===== config.mk =====
export PLATFORM = sky130hd
export DESIGN_NAME = error_queue_status_logger
export DESIGN_NICKNAME = d
export VERILOG_FILES = /design/src/rtl/error_queue_status_logger.v
export VERILOG_INCLUDE_DIRS = /design/src /design/src/inc
export SDC_FILE = /design/constraint.sdc
export NUM_CORES = 1
export LEC_CHECK = 0
export ABC_AREA = 1
export BUFFER_PORTS_ARGS = -buffer_cell sky130_fd_sc_hd__buf_2
export CORE_MARGIN = 2
export CORE_UTILIZATION = 40
export DETAILED_ROUTE_END_ITERATION = 8
export PLACE_DENSITY = 0.62
export RECOVER_POWER = 25
export SYNTH_ARGS = -nofsm -noshare
export SYNTH_HDL_FRONTEND = slang
export SYNTH_SLANG_ARGS = --single-unit

===== constraint.sdc =====
create_clock -name i_clk -period 2.9 [get_ports i_clk]
set_input_delay 0.435 -clock i_clk [delete_from_list [all_inputs] [get_ports i_clk]]
set_output_delay 0.435 -clock i_clk [all_outputs]
set_load 0.05 [all_outputs]

===== src/inc/err_log_defs.vh =====
// error logger constants: register offsets, field positions, codes
// assumes inclusion by the single design file of the error logger
`ifndef ERR_LOG_DEFS_VH
`define ERR_LOG_DEFS_VH

`define REG_ESR 4'h0
`define REG_QUEUE 4'h1
`define REG_COUNT 4'h2
`define REG_INT_STATUS 4'h3
`define REG_INT_MASK 4'h4
`define REG_TEST_RESULT 4'h5
`define REG_TEST_CTRL 4'h6

`define ESR_QYE 2
`define ESR_DDE 3
`define ESR_EXE 4
`define ESR_CME 5

`define CODE_NONE 16'sh0000
`define CODE_CMD -16'sd100
`define CODE_NUM_ARG -16'sd120
`define CODE_NONNUM_ARG -16'sd130
`define CODE_EXEC -16'sd200
`define CODE_RANGE -16'sd212
`define CODE_OVERFLOW -16'sd350
`define CODE_QUERY -16'sd400
`define CODE_TEST_CH1 16'sd300
`define CODE_TEST_CH2_ADD 16'sd100

`define QUEUE_DEPTH 10

`define INT_QUEUE_EVENT 0
`define INT_OVERFLOW 1
`define INT_TEST_FAIL 2

`endif


===== src/rtl/error_queue_status_logger.v =====
// error queue, event status flags and output-board self-test coding
// assumes an AXI4-Lite master on the system clock; error events are one-cycle pulses
// assumes error pulses and self-test levels are synchronous to i_clk
//
// What this block does
// a command error sets event status bit five and is queued
// an execution error sets event status bit four and is queued
// a query error sets event status bit two and is queued
// a device-dependent error sets its event status flag and is queued
// queue holds ten entries of all four error classes, read by the error query
// an error into a full queue overwrites entry ten with code -350
// an invalid or misplaced command queues code -100
// an invalid numeric argument queues code -120
// an invalid non-numeric argument queues code -130
// failed settings transfer or level conflict queues code -200
// a parameter out of range queues code -212
// an unspecified query fault queues code -400
// self-test reports output-board failures 300..313, channel two adds 100
// codes 300..303 and 310..313 flag hybrid levels, fast and slow slope
// codes 304..309 flag the six SMD board failures in order
// queue reads oldest first, removing it; empty queue reads code 0
// the device-dependent flag sits at event status bit three
`timescale 1ns/10ps
`default_nettype none
`include "err_log_defs.vh"

module error_queue_status_logger #(
  parameter DEPTH = `QUEUE_DEPTH
) (
  input wire i_clk,
  input wire i_reset_n,

  // error event pulses
  input wire i_cmd_invalid,
  input wire i_num_arg_bad,
  input wire i_nonnum_arg_bad,
  input wire i_exec_fail,
  input wire i_range_bad,
  input wire i_query_fault,
  input wire i_dev_error,
  input wire [15:0] i_dev_code,

  // self-test results: one failure bit per code 300..313, per channel
  input wire i_test_done,
  input wire [13:0] i_ch1_fail,
  input wire [13:0] i_ch2_fail,

  // axi4-lite slave
  input wire [5:0] i_awaddr,
  input wire i_awvalid,
  output reg o_awready,
  input wire [31:0] i_wdata,
  input wire [3:0] i_wstrb,
  input wire i_wvalid,
  output reg o_wready,
  output reg [1:0] o_bresp,
  output reg o_bvalid,
  input wire i_bready,
  input wire [5:0] i_araddr,
  input wire i_arvalid,
  output reg o_arready,
  output reg [31:0] o_rdata,
  output reg [1:0] o_rresp,
  output reg o_rvalid,
  input wire i_rready,
  output reg o_irq
);

  // queue storage and its fill count
  reg [15:0] queue [0:DEPTH-1];
  reg [3:0] count;
  wire [7:0] esr;
  wire [2:0] int_status;
  reg [2:0] int_mask;
  reg [15:0] test_code;
  reg [15:0] next_test_code;
  reg [15:0] new_code;
  reg new_event;
  // write channel holding registers
  reg have_aw;
  reg have_w;
  reg [3:0] aw_idx;
  reg [31:0] w_data;
  reg [3:0] w_strb;
  // combinational values
  reg [7:0] esr_set;
  reg [2:0] int_set;
  reg [31:0] next_rdata;
  reg [1:0] next_rresp;
  wire [15:0] ch1_code;
  wire [15:0] ch2_code;
  wire ch1_any;
  wire ch2_any;
  integer i;

  // one error per cycle; when several arrive together the fixed priority below
  // picks the queued code, but every class still raises its status flag
  always @* begin
    new_event = 1'b1;
    if (i_cmd_invalid)
      new_code = `CODE_CMD;
    else if (i_num_arg_bad)
      new_code = `CODE_NUM_ARG;
    else if (i_nonnum_arg_bad)
      new_code = `CODE_NONNUM_ARG;
    else if (i_exec_fail)
      new_code = `CODE_EXEC;
    else if (i_range_bad)
      new_code = `CODE_RANGE;
    else if (i_query_fault)
      new_code = `CODE_QUERY;
    else if (i_dev_error)
      new_code = i_dev_code;
    else begin
      new_code = `CODE_NONE;
      new_event = 1'b0;
    end
  end

  // lowest failing bit wins; bits 0..3 hybrid fast, 4..9 smd, 10..13 hybrid slow
  // each channel is encoded on its own; channel one wins when both fail
  fail_encoder #(
    .WIDTH(14),
    .BASE(`CODE_TEST_CH1)
  ) ch1_enc (
    .i_fail(i_ch1_fail),
    .o_any(ch1_any),
    .o_code(ch1_code)
  );

  fail_encoder #(
    .WIDTH(14),
    .BASE(`CODE_TEST_CH1 + `CODE_TEST_CH2_ADD)
  ) ch2_enc (
    .i_fail(i_ch2_fail),
    .o_any(ch2_any),
    .o_code(ch2_code)
  );

  always @* begin
    next_test_code = `CODE_NONE;
    if (ch1_any)
      next_test_code = ch1_code;
    else if (ch2_any)
      next_test_code = ch2_code;
  end

  wire wr_fire = have_aw && have_w && !o_bvalid;
  wire rd_fire = i_arvalid && o_arready;
  wire pop = rd_fire && (i_araddr[5:2] == `REG_QUEUE) && (count != 4'h0);
  wire wr_clear = wr_fire && w_strb[0];

  // a write without the low byte strobe still answers but changes nothing
  wire hit_esr = wr_clear && (aw_idx == `REG_ESR);
  wire hit_int_status = wr_clear && (aw_idx == `REG_INT_STATUS);
  wire hit_int_mask = wr_clear && (aw_idx == `REG_INT_MASK);
  wire wr_mapped = (aw_idx == `REG_ESR) || (aw_idx == `REG_INT_STATUS) ||
                   (aw_idx == `REG_INT_MASK);

  // an error into a full queue counts as a device-dependent fault as well
  wire queue_full = (count == DEPTH[3:0]);
  wire overflow = new_event && queue_full && !pop;
  wire cmd_class = i_cmd_invalid || i_num_arg_bad || i_nonnum_arg_bad;
  wire exec_class = i_exec_fail || i_range_bad;
  wire test_fail = ch1_any || ch2_any;

  // the pin lags the status by one cycle so that it comes from a flip-flop
  wire irq_level = |(int_status & int_mask);

  always @(posedge i_clk or negedge i_reset_n) begin
    if (!i_reset_n) begin
      count <= 4'h0;
      for (i = 0; i < DEPTH; i = i + 1)
        queue[i] <= 16'h0000;
    end else begin
      // entries past count hold stale codes; the read mux gates them by count
      // pop shifts toward the head, push lands at the new tail
      if (pop) begin
        for (i = 0; i < DEPTH - 1; i = i + 1)
          queue[i] <= queue[i+1];
      end
      if (new_event) begin
        if (count == DEPTH[3:0] && !pop)
          queue[DEPTH-1] <= `CODE_OVERFLOW;
        else if (pop)
          queue[count-4'h1] <= new_code;
        else
          queue[count] <= new_code;
      end
      // a pop and a push in one cycle cancel in the count, so no overflow
      if (pop && !new_event)
        count <= count - 4'h1;
      else if (!pop && new_event && count != DEPTH[3:0])
        count <= count + 4'h1;
    end
  end

  // status flags: set wins over a software write-one-to-clear in the same cycle
  always @* begin
    esr_set = 8'h00;
    esr_set[`ESR_CME] = cmd_class;
    esr_set[`ESR_EXE] = exec_class;
    esr_set[`ESR_QYE] = i_query_fault;
    esr_set[`ESR_DDE] = i_dev_error || overflow;
    int_set = 3'h0;
    int_set[`INT_QUEUE_EVENT] = new_event;
    int_set[`INT_OVERFLOW] = overflow;
    int_set[`INT_TEST_FAIL] = i_test_done && test_fail;
  end

  sticky_flags #(
    .WIDTH(8)
  ) esr_flags (
    .i_clk(i_clk),
    .i_reset_n(i_reset_n),
    .i_set(esr_set),
    .i_clear(hit_esr),
    .i_clear_bits(w_data[7:0]),
    .o_flags(esr)
  );

  sticky_flags #(
    .WIDTH(3)
  ) int_flags (
    .i_clk(i_clk),
    .i_reset_n(i_reset_n),
    .i_set(int_set),
    .i_clear(hit_int_status),
    .i_clear_bits(w_data[2:0]),
    .o_flags(int_status)
  );

  // mask and the last self-test result
  always @(posedge i_clk or negedge i_reset_n) begin
    if (!i_reset_n) begin
      int_mask <= 3'h0;
      test_code <= 16'h0000;
    end else begin
      if (hit_int_mask)
        int_mask <= w_data[2:0];
      if (i_test_done)
        test_code <= next_test_code;
    end
  end

  always @(posedge i_clk or negedge i_reset_n) begin
    if (!i_reset_n)
      o_irq <= 1'b0;
    else
      o_irq <= irq_level;
  end

  // write channel: address and data taken independently, response after both
  // readies are registered and held high while idle, so a request is taken at its first edge
  always @(posedge i_clk or negedge i_reset_n) begin
    if (!i_reset_n) begin
      have_aw <= 1'b0;
      have_w <= 1'b0;
      aw_idx <= 4'h0;
      w_data <= 32'h00000000;
      w_strb <= 4'h0;
      o_awready <= 1'b0;
      o_wready <= 1'b0;
      o_bvalid <= 1'b0;
      o_bresp <= 2'b00;
    end else begin
      o_awready <= !have_aw && !(i_awvalid && o_awready);
      o_wready <= !have_w && !(i_wvalid && o_wready);
      if (i_awvalid && o_awready) begin
        have_aw <= 1'b1;
        aw_idx <= i_awaddr[5:2];
      end
      if (i_wvalid && o_wready) begin
        have_w <= 1'b1;
        w_data <= i_wdata;
        w_strb <= i_wstrb;
      end
      if (wr_fire) begin
        have_aw <= 1'b0;
        have_w <= 1'b0;
        o_bvalid <= 1'b1;
        o_bresp <= wr_mapped ? 2'b00 : 2'b10;
      end else if (o_bvalid && i_bready)
        o_bvalid <= 1'b0;
    end
  end

  // read mux; unmapped offsets give zero data and slverr
  always @* begin
    next_rresp = 2'b00;
    case (i_araddr[5:2])
      `REG_ESR: next_rdata = {24'h000000, esr};
      `REG_QUEUE: next_rdata = (count == 4'h0) ? 32'h00000000 :
                               {{16{queue[0][15]}}, queue[0]};
      `REG_COUNT: next_rdata = {28'h0000000, count};
      `REG_INT_STATUS: next_rdata = {29'h0, int_status};
      `REG_INT_MASK: next_rdata = {29'h0, int_mask};
      `REG_TEST_RESULT: next_rdata = {16'h0000, test_code};
      default: begin
        next_rdata = 32'h00000000;
        next_rresp = 2'b10;
      end
    endcase
  end

  // read channel; unmapped addresses answer slverr with zero data
  always @(posedge i_clk or negedge i_reset_n) begin
    if (!i_reset_n) begin
      o_arready <= 1'b0;
      o_rvalid <= 1'b0;
      o_rdata <= 32'h00000000;
      o_rresp <= 2'b00;
    end else begin
      // arready stays low while an answer is pending: one read at a time
      o_arready <= !o_rvalid && !rd_fire;
      if (rd_fire) begin
        o_rvalid <= 1'b1;
        o_rresp <= next_rresp;
        o_rdata <= next_rdata;
      end else if (o_rvalid && i_rready)
        o_rvalid <= 1'b0;
    end
  end

endmodule

// lowest set failure bit of one channel as a self-test code
module fail_encoder #(
  parameter WIDTH = 14,
  parameter [15:0] BASE = 16'd300
) (
  input wire [WIDTH-1:0] i_fail,
  output reg o_any,
  output reg [15:0] o_code
);

  integer k;

  // scan from the top down so the lowest failing bit is left standing
  // failure bit k maps to code BASE plus k
  always @* begin
    o_any = 1'b0;
    o_code = 16'h0000;
    for (k = WIDTH - 1; k >= 0; k = k - 1) begin
      if (i_fail[k]) begin
        o_any = 1'b1;
        o_code = BASE + k[15:0];
      end
    end
  end

endmodule

// sticky flag bank: hardware sets, software writes ones to clear
module sticky_flags #(
  parameter WIDTH = 8
) (
  input wire i_clk,
  input wire i_reset_n,
  input wire [WIDTH-1:0] i_set,
  input wire i_clear,
  input wire [WIDTH-1:0] i_clear_bits,
  output reg [WIDTH-1:0] o_flags
);

  // a set arriving with the clear wins, so no event is lost to software
  // the clear only touches the bits written as one
  always @(posedge i_clk or negedge i_reset_n) begin
    if (!i_reset_n)
      o_flags <= {WIDTH{1'b0}};
    else if (i_clear)
      o_flags <= (o_flags & ~i_clear_bits) | i_set;
    else
      o_flags <= o_flags | i_set;
  end

endmodule
`default_nettype wire


==> summary.txt <==
Status
  – Status: finished, final reports clean

STA
  – Tmin final: 2.78 ns
  – RSZ-0062 raised after global routing: no
  – Tcrit/Tclk final: 95.8%
  – Final hold slack: about 0.08 ns
  – Fin. Hold Viols: 0
  – Actual slew at the worst max-slew pin: 1.41 ns
  – Setup violations, final: 0
  – Worst relative slew slack: 5.87%
  – Worst Clk Skew: 0.0143 ns
  – Setup TNS: 0 ns
  – Max-slew violations: 0
  – Final worst slack: 0.123 ns
  – Max Clock Freq: 0.360 GHz

Yosys
  – Synth area leaders: dfrtp_1, nand2_1, inv_1, o21ai_0, a21oi_1
  – Ys Warns: 0
  – Leading area contributor after synthesis: dfrtp_1
  – Seq cells post-synth: 225
  – Post-synthesis compound-gate area fraction: approximately a quarter
  – Top_reg_cell synth: dfrtp_1
  – Sequential fraction of the synthesis area: 41.5%
  – Mapped Area: 13600 µm²
  – Main combinational cell family by area after synthesis: compound AO/OA/AOI/OAI gates
  – Syn_area_per_cell: around 7.3 µm²
  – Area share of the largest cell type after synthesis: 41.5%
  – Post-synthesis mux area share: 0.0738%
  – Post-Synth Adder-Cell Area: 0.369%
  – Post-Synth Simple-Gate Area: 21.9%
  – Commonest cells post-synth: nand2_1, dfrtp_1, inv_1
  – Cell with the most instances after synthesis: nand2_1
  – Post-synth cell types: 51
  – Async set-or-reset flop fraction in the synthesized netlist: 100%
  – Synth Instances: 1860
  – XOR/XNOR Fraction of Synth Area: 0.129%
  – Post-synth EDFFs: 0

Floorplanning
  – Starting Density: 40.5%
  – Die ar.: 35400 µm²
  – Core Box Area: 33400 µm²
  – I/O pin cnt: 149
  – Die height: roughly 190 µm
  – Die width: about 190 µm
  – FP Rows: 67

Layout
  – Register Area: 5630 µm²
  – Final Util: 47.2%
  – Footprint of the multi-input gates: 6510 µm²
  – Area grow syn2layout: 16.6%
  – Post-Layout Cell Count: 2438
  – # fillers: between 3000 and 4000
  – Final net count: 2080
  – Layout cell share with drive strength beyond 1: 13.7%

Clock network
  – Insertion delay to the later sink of the worst-skew pair: 0.54 ns
  – CTS tree: done
  – Clock tree buffer depth: 3
  – CTS H-Tree Depth: 1
  – Root Buffer: clkbuf_16
  – Cts bufs inserted: 27
  – Sink Count: 225
  – Clk slew on worst S/H paths: 0.06 ns

Flow run
  – MaxCap Viol Count: 0

Placement
  – Routability cong.: 0.918
  – Port Buf Inserts: between 100 and 150
  – # placed instances: 2385
  – Placed wire-length estimate: 31.2 mm
  – Place WS: -0.00912 ns

Drt
  – Final wirelength: between 40 and 50 mm
  – Vias: 13700
  – Vias per cell: 5.61
  – Initial drt markers: 1379
  – Post-route ant nets: 0
  – First-pass detailed-route iteration total: 5
  – Wire length per cell: approximately 18 µm
  – # DRC: 0

Setup path
  – CP Max Fanout: 34
  – Required @ worst endpoint: 3.35 ns
  – Worst setup SP type: register
  – Crit Path Category: reg2reg
  – Crit path DAT: 3.23 ns
  – CP endpoint kind: register

Global routing
  – Largest net degree at the start of global routing: 92
  – GRT met1 Usage: a little over a third
  – First-pass GRT wire length: ~71 mm
  – Total Routing Usage GR: roughly a quarter
  – GRT Max-Usage Layer: met2
  – Antenna violations before repair: 1
  – Grt met3 use: 4.47%
  – Congestion Overflow GR: 0
  – Met2 Usage GRT: 38.7%
  – Vias in the first global route: 13000

Worst hold path
  – Worst min-delay path category: in2reg

Pwr
  – Power per standard cell area: 975 nW/µm²
  – Leak: 7.70 nW
  – Worst VDD drop: 0.000453 V
-- through the flow --
step,instance area (µm²),total power [mW]
CTS,15800,15.4
detailed placement,14800,11.6
global placement,14800,11.4
global route,15800,16.5
floorplan,13600,9.73
finish,15800,15.4
-- metal layers --
metal	wire length (µm)	part of all wire, %
met2	20300	46
met4	1340	3.0
met3	3410	7.7
met5	0	0
met1	19300	44
-- power by group --
part,switching [mW],internal [mW]
Combinational,4.03,2.26
Clock,1.39,2.30
Sequential,0.962,4.47
Total,6.38,9.02
-- worst max-delay path, cell delays in order, from the launching register on --
cell,delay (ns)
dfrtp_1,0.43
inv_1,0.13
ha_1,0.27
inv_1,0.18
nor2_8,0.07
nor2_8,0.14
nand2_8,0.13
nand2_2,0.12
nand2_4,0.15
buf_12,0.23
nor2_1,0.32
buf_4,0.24
inv_1,0.10
o21ai_1,0.16
-- flip-flops by register name (all words and copies together), names as in the netlist, 3 cells and up --
signal             count
o_rdata               16
int_flags.o_flags      3
count                  4
int_mask               3
esr_flags.o_flags      8
w_data                 8
queue                160
aw_idx                 4
test_code              8
-- final timing paths --
check	from	end	slack, ns	depth (start not counted)
min in group asynchronous	i_reset_n	o_rdata[30]	0.80	2
min reg2reg	o_rvalid	o_arready	0.43	1
max in group asynchronous	i_reset_n	queue[108]	0.45	3
min	i_bready	o_bvalid	0.08	2
max	count[0]	queue[75]	0.12	13
max reg2reg	count[0]	queue[75]	0.12	13
-- logic make-up (layout without fill, tap and decap cells) --
logic type      Yosys count  in the layout
fa+ha+maj                 4              4
mux                       1              1
compound gates          548            548
xor+xnor                  2              2
flops                   225            225
buf+inv                 344            472
simple gates            735            735
other cells               1              3
-- area by class of cell --
cell class	instances	area share [%]
antenna	1	0.0158
clock buffer	36	4.87
clock inverter	13	1.24
inverter	240	5.73
multi-input combinational	1292	41.2
sequential	225	35.6
tap	448	3.55
timing repair buffer	183	7.81
-- placed cells by master (no fill, tap or decap), types with 9 or more instances in the layout --
cell	netlist	final
buf_12	0	10
nor3_1	10	10
buf_4	26	53
a22oi_1	9	9
o2111ai_1	60	60
nand4_1	9	9
o22ai_1	34	34
buf_2	43	115
o21ai_1	41	41
nor2_1	146	144
o21ai_0	136	135
dfrtp_1	225	225
a21oi_1	131	131
o221ai_1	25	25
clkbuf_16	0	27
a31oi_1	39	39
o211ai_1	30	30
inv_1	224	222
nand2_1	503	502
inv_2	13	13
nand3_1	43	43
-- timing repair --
item	4_1_cts	5_1_grt
setup buffers	0	2
resized for setup	1	13
pin swaps	0	1
setup endpoints to repair	6	86
endpoints found under the hold margin	44	0
hold buffers	1	0
(Power assumes the default switching activity.)
